**src/design/mmcs_map.vh**
```
// Constants for the MAC and PHY management control and statistics block
`ifndef MMCS_MAP_VH
`define MMCS_MAP_VH
// ----------------------------------------
// PHY kind codes
// ----------------------------------------
`define MMCS_PHY_KIND_UNKNOWN 8'h00
`define MMCS_PHY_KIND_MANCH   8'h07
`define MMCS_PHY_KIND_8B6T    8'h17
`define MMCS_PHY_KIND_4B5B    8'h18
`define MMCS_PHY_KIND_NONE    8'hfe
`define MMCS_PHY_KIND_OTHER   8'hff
// ----------------------------------------
// Address fields and sizes
// ----------------------------------------
`define MMCS_GROUP_BIT        0
`define MMCS_NULL_ADDR        48'h000000000000
`define MMCS_HIST_ENTRIES     32
`define MMCS_ZERO_CNT         32'h00000000
`define MMCS_ONE_CNT          32'h00000001
// ----------------------------------------
// Timing
// ----------------------------------------
`define MMCS_CLK_MHZ          200
`define MMCS_INIT_NS          100
`define MMCS_SELFTEST_NS      2000
`endif

```
**src/design/mmcs_top.v**
```verilog
// MAC and PHY management control, enables, filter and statistics
// Summary of operation
// - MAC enable sets both enables, resets PHYSICAL_SIGNALING_LAYER
// - MAC disable clears enables, aborts activity
// - Transmit enable set allows frame sending
// - Transmit enable clear stops new frames
// - Multicast enable restores multicast reception, readable
// - Multicast disable blocks further multicast frames
// - Station address readable and writable
// - Thirty-two collision histogram counters kept
// - Success after n attempts bumps element n-1
// - Initialize runs MAC init and PHYSICAL_SIGNALING_LAYER init
// - Add action inserts group address
// - Delete action removes group address
// - Self-test reports result, loops back MII only when MII present
// - PHY kind equals defining clause number
// - Symbol error counted once per carrier
// - No symbol error count with collision
// - Heartbeat errors counted, never at 100M
// - Disabled PHY isolated only when MII present; reception refused only with all PHYs disabled
// - Admin state survives station reset when a valid retained copy is given
// - Enabling one PHY disables all others
// - MII absent clears all isolation, MII present restores it
`include "mmcs_map.vh"
module mmcs_top #(
  parameter NUM_PHY       = 2,
  parameter FILTER_DEPTH  = 16,
  parameter CNT_W         = 32,
  parameter ADMIN_DEFAULT = 1
) (
  input  wire                   I_CLK_SYS,
  input  wire                   I_NRST,
  input  wire                   I_MAC_ENABLE_WR,
  input  wire                   I_MAC_ENABLE_VAL,
  input  wire                   I_TX_ENABLE_WR,
  input  wire                   I_TX_ENABLE_VAL,
  input  wire                   I_MCAST_RX_ENABLE_WR,
  input  wire                   I_MCAST_RX_ENABLE_VAL,
  input  wire                   I_STATION_ADDR_WR,
  input  wire [47:0]            I_STATION_ADDR,
  input  wire                   I_MAC_INIT,
  input  wire                   I_GROUP_ADD,
  input  wire                   I_GROUP_DEL,
  input  wire [47:0]            I_GROUP_ADDR,
  input  wire                   I_SELF_TEST,
  input  wire                   I_MII_PRESENT,
  input  wire                   I_LOOPBACK_OK,
  input  wire                   I_SELF_TEST_FAIL,
  input  wire                   I_TX_DONE,
  input  wire                   I_TX_OK,
  input  wire [5:0]             I_TX_ATTEMPTS,
  input  wire [47:0]            I_RX_DEST_ADDR,
  input  wire                   I_CARRIER,
  input  wire                   I_SYMBOL_ERROR,
  input  wire                   I_COLLISION,
  input  wire                   I_HEARTBEAT_ERR,
  input  wire                   I_PHY_IS_100M,
  input  wire [7:0]             I_PHY_KIND,
  input  wire                   I_ADMIN_WR,
  input  wire [NUM_PHY-1:0]     I_ADMIN_SEL,
  input  wire                   I_ADMIN_ENABLE,
  input  wire [NUM_PHY-1:0]     I_ADMIN_NV,
  input  wire                   I_ADMIN_NV_VALID,
  input  wire [4:0]             I_HIST_INDEX,
  output reg                    O_RX_ENABLE,
  output reg                    O_TX_ENABLE,
  output reg                    O_MCAST_RX_ENABLE,
  output reg  [47:0]            O_STATION_ADDR,
  output reg                    O_ADDR_ACCEPT,
  output reg                    O_ABORT,
  output reg                    O_PLS_RESET,
  output reg                    O_MAC_BUSY,
  output reg                    O_MII_LOOPBACK,
  output reg                    O_SELF_TEST_DONE,
  output reg                    O_SELF_TEST_PASS,
  output reg                    O_FILTER_FULL,
  output reg  [7:0]             O_PHY_KIND,
  output reg  [NUM_PHY-1:0]     O_PHY_ADMIN,
  output reg  [NUM_PHY-1:0]     O_PHY_ISOLATE,
  output wire [CNT_W-1:0]       O_HIST_COUNT,
  output wire [CNT_W-1:0]       O_SYMBOL_ERR_COUNT,
  output wire [CNT_W-1:0]       O_HEARTBEAT_ERR_COUNT
);
  // ----------------------------------------
  // Timing counts
  // ----------------------------------------
  localparam INIT_CYC_I = (`MMCS_INIT_NS * `MMCS_CLK_MHZ + 999) / 1000;
  localparam ST_CYC_I   = (`MMCS_SELFTEST_NS * `MMCS_CLK_MHZ + 999) / 1000;
  localparam [11:0] INIT_CYC = INIT_CYC_I[11:0];
  localparam [11:0] ST_CYC   = ST_CYC_I[11:0];
  localparam [11:0] ONE12    = 12'h001;

  // One-hot states of the action sequencer
  localparam [3:0] S_IDLE = 4'h1;
  localparam [3:0] S_INIT = 4'h2;
  localparam [3:0] S_TEST = 4'h4;
  localparam [3:0] S_LOOP = 4'h8;

  reg  [3:0]  state_r;
  reg  [3:0]  state_nxt;
  reg  [11:0] timer_r;
  reg  [11:0] timer_nxt;
  reg         fail_r;
  reg         fail_nxt;
  reg         admin_loaded_r;
  wire        filter_match;
  wire        filter_full;
  wire        is_group;
  wire        init_go;

  assign init_go  = I_MAC_INIT && state_r == S_IDLE;
  assign is_group = I_RX_DEST_ADDR[`MMCS_GROUP_BIT];

  // ----------------------------------------
  // Enables and station address
  // ----------------------------------------
  always @(posedge I_CLK_SYS or negedge I_NRST) begin
    if (!I_NRST) begin
      O_RX_ENABLE       <= 1'b0;
      O_TX_ENABLE       <= 1'b0;
      O_MCAST_RX_ENABLE <= 1'b1;
      O_STATION_ADDR    <= `MMCS_NULL_ADDR;
      O_ABORT           <= 1'b0;
      O_PLS_RESET       <= 1'b0;
    end else begin
      O_ABORT     <= 1'b0;
      O_PLS_RESET <= 1'b0;
      if (I_MAC_ENABLE_WR && I_MAC_ENABLE_VAL) begin
        O_RX_ENABLE <= 1'b1;
        O_TX_ENABLE <= 1'b1;
        O_PLS_RESET <= 1'b1;
      end else if (I_MAC_ENABLE_WR) begin
        O_RX_ENABLE <= 1'b0;
        O_TX_ENABLE <= 1'b0;
        O_ABORT     <= 1'b1;
      end else if (I_TX_ENABLE_WR) begin
        O_TX_ENABLE <= I_TX_ENABLE_VAL;
      end
      if (state_r == S_INIT && timer_r == ONE12) begin
        O_PLS_RESET <= 1'b1;
      end
      if (I_MCAST_RX_ENABLE_WR) begin
        O_MCAST_RX_ENABLE <= I_MCAST_RX_ENABLE_VAL;
      end
      // Writes of group or null addresses are the caller's fault
      if (I_STATION_ADDR_WR) begin
        O_STATION_ADDR <= I_STATION_ADDR;
      end
    end
  end

  // ----------------------------------------
  // Address recognition
  // ----------------------------------------
  mmcs_group_filter #(
    .ENTRIES (FILTER_DEPTH)
  ) u_filter (
    .i_clk        (I_CLK_SYS),
    .i_nrst       (I_NRST),
    .i_init       (init_go),
    .i_add        (I_GROUP_ADD),
    .i_del        (I_GROUP_DEL),
    .i_addr       (I_GROUP_ADDR),
    .i_match_addr (I_RX_DEST_ADDR),
    .o_match      (filter_match),
    .o_full       (filter_full)
  );

  always @(posedge I_CLK_SYS or negedge I_NRST) begin
    if (!I_NRST) begin
      O_ADDR_ACCEPT <= 1'b0;
      O_FILTER_FULL <= 1'b0;
    end else begin
      O_FILTER_FULL <= filter_full;
      O_ADDR_ACCEPT <= O_RX_ENABLE && (|O_PHY_ADMIN) &&
                       ((!is_group && I_RX_DEST_ADDR == O_STATION_ADDR) ||
                        (is_group && O_MCAST_RX_ENABLE &&
                         (&I_RX_DEST_ADDR || filter_match)));
    end
  end

  // ----------------------------------------
  // Initialize and self-test sequencer
  // ----------------------------------------
  always @* begin
    state_nxt = state_r;
    timer_nxt = timer_r;
    fail_nxt  = fail_r;
    case (state_r)
      S_IDLE: begin
        if (I_MAC_INIT) begin
          state_nxt = S_INIT;
          timer_nxt = INIT_CYC;
        end else if (I_SELF_TEST) begin
          state_nxt = S_TEST;
          timer_nxt = ST_CYC;
          fail_nxt  = 1'b0;
        end
      end
      S_INIT: begin
        timer_nxt = timer_r - ONE12;
        if (timer_r == ONE12) begin
          state_nxt = S_IDLE;
        end
      end
      S_TEST: begin
        timer_nxt = timer_r - ONE12;
        fail_nxt  = fail_r | I_SELF_TEST_FAIL;
        if (timer_r == ONE12) begin
          state_nxt = I_MII_PRESENT ? S_LOOP : S_IDLE;
          timer_nxt = ST_CYC;
        end
      end
      S_LOOP: begin
        timer_nxt = timer_r - ONE12;
        if (I_LOOPBACK_OK || timer_r == ONE12) begin
          state_nxt = S_IDLE;
          fail_nxt  = fail_r | !I_LOOPBACK_OK;
        end
      end
      default: begin
        state_nxt = S_IDLE;
        timer_nxt = 12'h000;
      end
    endcase
  end

  always @(posedge I_CLK_SYS or negedge I_NRST) begin
    if (!I_NRST) begin
      state_r          <= S_IDLE;
      timer_r          <= 12'h000;
      fail_r           <= 1'b0;
      O_MAC_BUSY       <= 1'b0;
      O_MII_LOOPBACK   <= 1'b0;
      O_SELF_TEST_DONE <= 1'b0;
      O_SELF_TEST_PASS <= 1'b0;
    end else begin
      state_r          <= state_nxt;
      timer_r          <= timer_nxt;
      fail_r           <= fail_nxt;
      O_MAC_BUSY       <= state_nxt != S_IDLE;
      O_MII_LOOPBACK   <= state_nxt == S_LOOP;
      O_SELF_TEST_DONE <= state_r != S_IDLE && state_r != S_INIT && state_nxt == S_IDLE;
      if (state_r != S_IDLE && state_r != S_INIT && state_nxt == S_IDLE) begin
        O_SELF_TEST_PASS <= !fail_nxt;
      end
    end
  end

  // ----------------------------------------
  // PHY kind and administrative state
  // ----------------------------------------
  always @(posedge I_CLK_SYS or negedge I_NRST) begin
    if (!I_NRST) begin
      O_PHY_KIND <= `MMCS_PHY_KIND_UNKNOWN;
    end else begin
      case (I_PHY_KIND)
        `MMCS_PHY_KIND_MANCH,
        `MMCS_PHY_KIND_8B6T,
        `MMCS_PHY_KIND_4B5B,
        `MMCS_PHY_KIND_NONE,
        `MMCS_PHY_KIND_UNKNOWN: O_PHY_KIND <= I_PHY_KIND;
        default:                O_PHY_KIND <= `MMCS_PHY_KIND_OTHER;
      endcase
    end
  end

  // Admin state is restored from the retained copy after reset when I_ADMIN_NV_VALID is set, else loaded from ADMIN_DEFAULT
  always @(posedge I_CLK_SYS or negedge I_NRST) begin
    if (!I_NRST) begin
      O_PHY_ADMIN    <= {NUM_PHY{1'b0}};
      admin_loaded_r <= 1'b0;
    end else if (!admin_loaded_r) begin
      if (I_ADMIN_NV_VALID) begin
        O_PHY_ADMIN <= I_ADMIN_NV & (~(I_ADMIN_NV - {{(NUM_PHY-1){1'b0}}, 1'b1}));
      end else begin
        O_PHY_ADMIN <= ADMIN_DEFAULT[NUM_PHY-1:0] & {{(NUM_PHY-1){1'b0}}, 1'b1};
      end
      admin_loaded_r <= 1'b1;
    end else if (I_ADMIN_WR && I_ADMIN_ENABLE) begin
      O_PHY_ADMIN <= I_ADMIN_SEL;
    end else if (I_ADMIN_WR) begin
      O_PHY_ADMIN <= O_PHY_ADMIN & ~I_ADMIN_SEL;
    end
  end

  always @(posedge I_CLK_SYS or negedge I_NRST) begin
    if (!I_NRST) begin
      O_PHY_ISOLATE <= {NUM_PHY{1'b1}};
    end else begin
      O_PHY_ISOLATE <= I_MII_PRESENT ? ~O_PHY_ADMIN : {NUM_PHY{1'b0}};
    end
  end

  // ----------------------------------------
  // Statistics
  // ----------------------------------------
  reg                         carrier_d_r;
  reg                         sym_seen_r;
  reg                         col_seen_r;
  wire                        carrier_end;
  wire                        sym_inc;
  wire                        hb_inc;
  wire [`MMCS_HIST_ENTRIES-1:0] hist_inc;
  wire [CNT_W-1:0]            hist_cnt [0:`MMCS_HIST_ENTRIES-1];

  assign carrier_end = carrier_d_r && !I_CARRIER;
  assign sym_inc = carrier_end && sym_seen_r && !col_seen_r;
  assign hb_inc  = I_HEARTBEAT_ERR && !I_PHY_IS_100M;

  always @(posedge I_CLK_SYS or negedge I_NRST) begin
    if (!I_NRST) begin
      carrier_d_r <= 1'b0;
      sym_seen_r  <= 1'b0;
      col_seen_r  <= 1'b0;
    end else begin
      carrier_d_r <= I_CARRIER;
      if (I_CARRIER && !carrier_d_r) begin
        sym_seen_r <= I_SYMBOL_ERROR;
        col_seen_r <= I_COLLISION;
      end else if (I_CARRIER) begin
        sym_seen_r <= sym_seen_r | I_SYMBOL_ERROR;
        col_seen_r <= col_seen_r | I_COLLISION;
      end
    end
  end

  genvar g;
  generate
    for (g = 0; g < `MMCS_HIST_ENTRIES; g = g + 1) begin : g_hist
      assign hist_inc[g] = I_TX_DONE && I_TX_OK &&
                           ({{26{1'b0}}, I_TX_ATTEMPTS} == g + 1);
      mmcs_event_counter #(
        .WIDTH (CNT_W)
      ) u_hist (
        .i_clk   (I_CLK_SYS),
        .i_nrst  (I_NRST),
        .i_inc   (hist_inc[g]),
        .o_count (hist_cnt[g])
      );
    end
  endgenerate

  assign O_HIST_COUNT = hist_cnt[I_HIST_INDEX];

  mmcs_event_counter #(
    .WIDTH (CNT_W)
  ) u_sym_cnt (
    .i_clk   (I_CLK_SYS),
    .i_nrst  (I_NRST),
    .i_inc   (sym_inc),
    .o_count (O_SYMBOL_ERR_COUNT)
  );

  mmcs_event_counter #(
    .WIDTH (CNT_W)
  ) u_hb_cnt (
    .i_clk   (I_CLK_SYS),
    .i_nrst  (I_NRST),
    .i_inc   (hb_inc),
    .o_count (O_HEARTBEAT_ERR_COUNT)
  );
endmodule

```
**src/design/mmcs_event_counter.v**
```verilog
// Wrapping event counter that management cannot clear
module mmcs_event_counter #(
  parameter WIDTH = 32
) (
  input  wire             i_clk,
  input  wire             i_nrst,
  input  wire             i_inc,
  output reg  [WIDTH-1:0] o_count
);
  // Wraps to zero on overflow
  always @(posedge i_clk or negedge i_nrst) begin
    if (!i_nrst) begin
      o_count <= {WIDTH{1'b0}};
    end else if (i_inc) begin
      o_count <= o_count + {{(WIDTH-1){1'b0}}, 1'b1};
    end
  end
endmodule

```
**src/design/mmcs_group_filter.v**
```verilog
// Multicast group address filter with add and delete actions
module mmcs_group_filter #(
  parameter ENTRIES = 16
) (
  input  wire        i_clk,
  input  wire        i_nrst,
  input  wire        i_init,
  input  wire        i_add,
  input  wire        i_del,
  input  wire [47:0] i_addr,
  input  wire [47:0] i_match_addr,
  output reg         o_match,
  output reg         o_full
);
  reg  [47:0]        addr_mem [0:ENTRIES-1];
  reg  [ENTRIES-1:0] valid_r;
  reg  [ENTRIES-1:0] hit;
  reg  [ENTRIES-1:0] look;
  reg  [ENTRIES-1:0] free_sel;
  reg                found;
  integer            k;

  always @* begin
    hit      = {ENTRIES{1'b0}};
    look     = {ENTRIES{1'b0}};
    free_sel = {ENTRIES{1'b0}};
    found    = 1'b0;
    for (k = 0; k < ENTRIES; k = k + 1) begin
      hit[k]  = valid_r[k] && (addr_mem[k] == i_addr);
      look[k] = valid_r[k] && (addr_mem[k] == i_match_addr);
      if (!valid_r[k] && !found) begin
        free_sel[k] = 1'b1;
        found       = 1'b1;
      end
    end
    // Same-cycle match keeps it aligned with the address it belongs to
    o_match  = |look;
  end

  always @(posedge i_clk) begin
    for (k = 0; k < ENTRIES; k = k + 1) begin
      if (i_add && !(|hit) && free_sel[k]) begin
        addr_mem[k] <= i_addr;
      end
    end
  end

  always @(posedge i_clk or negedge i_nrst) begin
    if (!i_nrst) begin
      valid_r <= {ENTRIES{1'b0}};
      o_full  <= 1'b0;
    end else begin
      if (i_init) begin
        valid_r <= {ENTRIES{1'b0}};
      end else if (i_del) begin
        valid_r <= valid_r & ~hit;
      end else if (i_add && !(|hit)) begin
        valid_r <= valid_r | free_sel;
      end
      o_full  <= &valid_r;
    end
  end
endmodule

```
**config.mk**
```make
export PLATFORM = sky130hd
export DESIGN_NAME = mmcs_top
export DESIGN_NICKNAME = d
export VERILOG_FILES = /design/src/design/mmcs_top.v /design/src/design/mmcs_event_counter.v /design/src/design/mmcs_group_filter.v
export VERILOG_INCLUDE_DIRS = /design/src /design/src/design
export SDC_FILE = /design/constraint.sdc
export NUM_CORES = 2
export LEC_CHECK = 0
export CORE_MARGIN = 2
export CORE_UTILIZATION = 40
export CTS_BUF_LIST = sky130_fd_sc_hd__clkbuf_8 sky130_fd_sc_hd__clkbuf_16
export CTS_CLUSTER_DIAMETER = 100
export DETAILED_ROUTE_END_ITERATION = 6
export DONT_BUFFER_PORTS = 1
export MAX_ROUTING_LAYER = met4
export SLEW_MARGIN = 20
export SYNTH_ARGS = -nofsm -noshare
export SYNTH_HDL_FRONTEND = slang
export SYNTH_HIERARCHICAL = 1
export SYNTH_SLANG_ARGS = --single-unit
```
**constraint.sdc**
```tcl
create_clock -name I_CLK_SYS -period 4.9 [get_ports I_CLK_SYS]
set_input_delay 0.735 -clock I_CLK_SYS [delete_from_list [all_inputs] [get_ports I_CLK_SYS]]
set_output_delay 0.735 -clock I_CLK_SYS [all_outputs]
set_load 0.03 [all_outputs]
```
# Yosys cells after proc, flatten, opt, wreduce, memory -nomap -nowiden
# Memory sizes are Yosys's and may differ from the RTL's.
# Cells that the tools add are included.
# op_classes
muxes	147
eq_ne	81
n_bitwise	13
magnitude_cmp	1
n_reduce_logical	180
add_sub_neg	36
# ops
cell	count
equality test 48 bit	33
adder 32 x 1 -> 32 bit (second input constant)	34
2-to-1 mux 48 bit	15
OR reduction 48 bit	15
binary-select mux 32 bit (select 5 bit)	1
logical AND 1 bit	113
equality test 6 x 5 -> 1 bit (second input constant)	16
2-to-1 mux 1 bit	93
2-to-1 mux 4 bit	21
2-to-1 mux 32 bit	2
equality test 6 x 4 -> 1 bit (second input constant)	8
2-to-1 mux 16 bit	3
AND reduction 48 bit	1
logical NOT 1 bit	37
2-to-1 mux 12 bit	3
case mux 12 bit (3 select lines)	1
OR reduction 16 bit	2
equality test 6 x 3 -> 1 bit (second input constant)	4
bitwise AND 16 bit	1
equality test 8 x 5 -> 1 bit (second input constant)	2
NOT 16 bit	1
OR 16 bit	1
case mux 4 bit (4 select lines)	1
AND reduction 16 bit	1
other kinds (30)	49
# totals
n_memories	1
inputBits	193
regBits	1197
elab_cells	517
ram_bits	768
# memory_table
name	words	width	rd	rd_clocked_by_memory_dff	wr	line	source
u_filter.addr_mem	16	48	16	0	1	mmcs_group_filter.v:15	reg [47:0] addr_mem [0:ENTRIES-1];

# Longest topological paths before layout
# depth
word_depth	50
depth_mapped	13
ltp_nobuf	11

# Modules after synthesis
# The synthesis kept the hierarchy.
# modules_own_cells
module	cells_per_inst	instances	seq_area_each_um2	area_each_um2
mmcs_event_counter	123	34	800.8	1448.9
mmcs_group_filter	3208	1	23487.5	42670.9
mmcs_top	994	1	2307.2	12857.3

# Least setup slack after synthesis
# OpenSTA, ideal clock, no wires.
# synth_timing
path_type	input -> register
from	input I_GROUP_ADDR[38]
to	memory u_filter.addr_mem[2][4] (netlist: u_filter/addr_mem[0][100]), enable pin
n_path_buf	3
setup_time_ns	0.513
required_time_ns	4.387
arrival_ns	5.540
slack_ns	-1.153
stages	11
cell_sequence	buf_4 -> buf_12 -> xnor2_1 -> nand4_1 -> nor4_1 -> nand4_1 -> o2111ai_2 -> nor4_4 -> nand2_4 -> buf_4 -> nor3_1
# synth_via
elab_chain_len	24
word_cells_on_any_way	128
# synth_rtl
element	line	source
from (decl)	mmcs_top.v:44	input wire [47:0] I_GROUP_ADDR,
equality test 48 bit	mmcs_group_filter.v:29	hit[k] = valid_r[k] && (addr_mem[k] == i_addr);
logical AND 1 bit	mmcs_group_filter.v:29	
OR reduction 16 bit (*)	mmcs_group_filter.v:42	if (i_add && !(|hit) && free_sel[k]) begin
logical NOT 1 bit (*)	mmcs_group_filter.v:42	
logical AND 1 bit (*)	mmcs_group_filter.v:42	
logical AND 1 bit	mmcs_group_filter.v:42	
2-to-1 mux 1 bit	mmcs_group_filter.v:42	
2-to-1 mux 1 bit (implied by the code)	mmcs_group_filter.v:43	addr_mem[k] <= i_addr;
OR reduction 48 bit (no source line)	-	
2-to-1 mux 4 bit (no source line) / 2-to-1 mux 1 bit (equally long branches) (15 in a row)	-	
to (decl)	mmcs_group_filter.v:15	
# Mark *: on every way between the ends. The rest lies on a longest branch, timed or not.

==> impl_summary.md <==
Clock tree
The number of buffers created by CTS is 223. The buffer type at the clock tree root is clkbuf_16. Counting along the longest clock path gives a buffer depth of 4. The clock net in this run drives a total of 1965 sinks. Clock-pin slew was measured on the worst setup and hold paths at 60 ps. TritonCTS built the clock tree. The post-cts resize count is 0. At the later pin of the worst-skew pair, clock insertion delay measures 970 ps. The number of H-tree branching levels is 4.

Timing
The post-route setup TNS is 0 ps. For the finished layout, the period the worst path requires is 4260 ps. The number of pins exceeding their max-slew limit in the final report was 0. The fmax is 0.235 GHz. The fraction of the cycle the final worst path needs is 0.870. Setup repair after global routing left no endpoint under its margin.

The number of hold violations in the final report is 0. The final setup violation count is 0. The worst-case headroom to the max-slew limit is 0.115. The actual transition at the worst max-transition pin is 1310 ps. The clock tree skew after final layout is 148 ps.

Status
The run finished, with violations left. The final reports fail on antenna rules, DRC.

Die
In this run the core area contains 187 standard-cell rows. The floorplan step defined a core boundary enclosing 260000 µm². The die is 516 µm wide.

The starting density of the core is 0.403. The height of the die is 516 µm. The count of pins on the block boundary is 360.

The die area is 266000 µm².

Logic synthesis
The number of enable flip-flop cells after synthesis is 768. After synthesis, the most frequently instantiated cells are xnor2_1, dfrtp_1, xor2_1, edfxtp_1, nand4_1. The compound-gate portion of the synthesized area is 0.0209. In this run, synthesis produced a sequential element count of 1965. Of the total synthesized cell area, the portion taken by AND, OR, NAND and NOR gates is 0.154. The async set-or-reset flop fraction in the synthesized netlist is 0.609. Of the synthesized area, sequential elements account for 0.506. The cell count after synthesis came out at 8384. In this run the cell area of the synthesized design comes to 105000 µm². After synthesis, the largest family of logic cells by area is XOR/XNOR gates. The most used flip-flop cell after synthesis is dfrtp_1. The leading cell type by number of instances after synthesis is xnor2_1.

When the netlist entered floorplanning its net count stood at 8613. In the post-synthesis netlist, the biggest area contributors are dfrtp_1, edfxtp_1, xnor2_1. For this run, the number of Yosys warnings is 6. Of the total synthesized cell area, the portion taken by full adders, half adders and majority gates is 0.00430. The netlist uses 80 different library cells.

The post-synthesis share of cell area spent on xor and xnor gates is 0.211. Measured against the total synthesized area, the mux share comes to 0.0756. The most area-hungry cell type in the Yosys netlist is dfrtp_1. The top cell type's share of synthesized area is 0.285. A synthesized cell averages 12.5 µm².

Place
The port buffer count is 0. In this run, placement finished with an instance count of 11700. Summed over all nets, the half-perimeter wirelength after detailed placement is 228 mm. Routability-driven placement finished with a final weighted congestion of 0.958.

Global route
The initial antenna violation count is 38. The first global-routing pass estimated 557 mm of wire. The via count of the first global-routing pass is 73800. Entering global routing, the biggest net connects 257 pins. The remaining global-route overflow is 0. For this run, the total global-route usage over all layers was measured as 0.303.

Critical path
The slowest stage of the critical path is the dlygate4sd3_1 cell. The worst setup path is launched from an input pin. The most used cell along the critical path is buf_16. Data on the critical path arrives at its endpoint at 5190 ps. Walking the worst path, the cells encountered are dlygate4sd3_1, buf_16, buf_16, buf_16, buf_16, buf_16, buf_16, buf_16. The startpoint identified for the worst register-to-register timing path is u_filter/addr_mem[1][354]$_DFFE_PP_.

The top fanout value on the critical path is 143. The endpoint required time on the critical path is 5830 ps. The worst-case reg-to-reg path depth is 10.

The worst setup path is captured at an asynchronous set/reset pin. The worst setup path is of the in -> async kind. Setup slack on the worst reg-to-reg path comes out at 1030 ps.

Counting both buffers and inverters, the worst setup path holds a total of 8. In this run the critical register-to-register path is captured at u_filter/addr_mem[1][38]$_DFFE_PP_. Tracing the worst setup path back leads to its startpoint at I_NRST. The cell type group with the largest total delay on the critical path is buffers and inverters. The maximum single-stage delay on the critical path is 730 ps.

Finish
The area added between synthesis and finish is 12.2%. The net count of the finished layout is 8784. The share of post-route cells with drive strength above 1 is 0.124. The number of cells in the finished layout apart from fillers is 12300.

Detailed routing
The remaining antenna violation count is 2. The routed via count is 77300. The count of TritonRoute iterations in the first routing pass is 7.

The number of DRC markers in iteration 0 is 12500. For this run, design rule violations remaining after detail routing come to 7. Dividing the detail-routed wire length by the instance count gives 32.5 µm. Summed over all layers, the routed wires come to 400 mm. The per-cell via count in the routed design is 6.28.

Worst hold path
The capture endpoint of the worst hold path is u_filter/valid_r[15]$_DFFE_PN0P_. The worst min-delay path class is in -> reg. In this run the most critical hold path is launched from I_GROUP_DEL. The worst hold path stage count is 2.

Power
The total power density per cell area is 329 nW/µm². The leakage power summed over all cells is 45.5 nW. The total power consumption of the routed design is 38.6 mW. The maximum vdd drop is 0.435 mV.

Flow run
Across the run, the number of max-cap violations was 0.
-- where the power goes --
part	total (mW)	switching, mW	leakage [nW]	internal [mW]
sequential	18.4	0.767	23.1	17.6
combinational	3.04	1.75	18.6	1.29
clock	17.2	7.22	3.87	9.99
-- sequential cells by signal, summed over array words and instances, names as in the netlist, 2 cells and up --
register	flops
O_PHY_ISOLATE	2
timer_r	12
u_sym_cnt/o_count	32
state_r	4
u_filter/addr_mem	768
O_PHY_ADMIN	2
g_hist.u_hist/o_count	1024
u_filter/valid_r	16
O_STATION_ADDR	48
u_hb_cnt/o_count	32
O_PHY_KIND	8
-- layout by cell type, fill, tap and decap left out, types with 77 or more instances in the layout --
| cell | count |
|---|---|
| and3_1 | 141 |
| and4_1 | 104 |
| buf_4 | 113 |
| clkbuf_16 | 230 |
| dfrtp_1 | 1193 |
| diode_2 | 86 |
| edfxtp_1 | 768 |
| inv_1 | 200 |
| mux2_2 | 77 |
| mux2i_1 | 129 |
| mux4_2 | 256 |
| nand2_1 | 398 |
| nand3_1 | 347 |
| nand4_1 | 632 |
| nor2_1 | 153 |
| nor3_1 | 197 |
| nor4_1 | 327 |
| nor4_2 | 78 |
| xnor2_1 | 1585 |
| xor2_1 | 944 |
-- final cells by class --
| type | instances | area [µm²] |
|---|---|---|
| antenna | 86 | 215 |
| clock buffer | 268 | 6280 |
| clock inverter | 135 | 1170 |
| fill | 23400 | 143000 |
| inverter | 155 | 582 |
| multi-input combinational | 5967 | 49100 |
| sequential | 1965 | 53000 |
| tap | 3496 | 4370 |
| timing repair buffer | 243 | 2860 |
-- per-stage QoR --
stage	area [µm²]	worst slack (ps)	util	hold slack, ps
after floorplan	105000	-1150	-	331
after global placement	108000	912	0.415	339
after detailed placement	108000	980	0.416	345
after CTS	117000	735	0.451	8.12
after global routing	117000	125	0.451	32.6
final	118000	638	0.452	32.8
-- kinds of logic (layout without fill, tap and decap cells) --
kind of cell    count (synthesis)  in the layout
xor+xnor                     2529           2529
compound gates                279            279
flops                        1965           1965
mux                           462            462
simple gates                 2660           2660
buf+inv                       452            801
other cells                     1             87
fa+ha+maj                      36             36
-- worst max-delay path by stage --
stage,cells past startpoint,slack [ps],to
2_1_floorplan,11,-1150,u_filter/addr_mem[0][100]$_DFFE_PP_
3_3_place_gp,9,910,g_hist[30].u_hist/o_count[31]$_DFFE_PN0P_
3_5_place_dp,10,980,u_filter/addr_mem[0][351]$_DFFE_PP_
4_1_cts,6,730,admin_loaded_r$_DFF_PN0_
5_1_grt,8,120,O_PHY_ADMIN[0]$_DFFE_PN0P_
6_report,8,640,timer_r[4]$_DFFE_PN0P_
-- per-layer routing --
metal	share of wire	vias to the layer above	global-route usage
li1	-	31400	-
met1	0.37	38700	0.376
met2	0.43	5605	0.432
met3	0.13	1631	0.0971
met4	0.073	0	0.175
met5	0	-	-
-- what timing repair did --
item                                    4_1_cts  5_1_grt
buffers inserted                              0        0
hold buffers                                119        0
hold endpoints to repair                    971        0
endpoints found under the setup margin        0        0
Note: power is estimated with default switching activity, not from simulation.
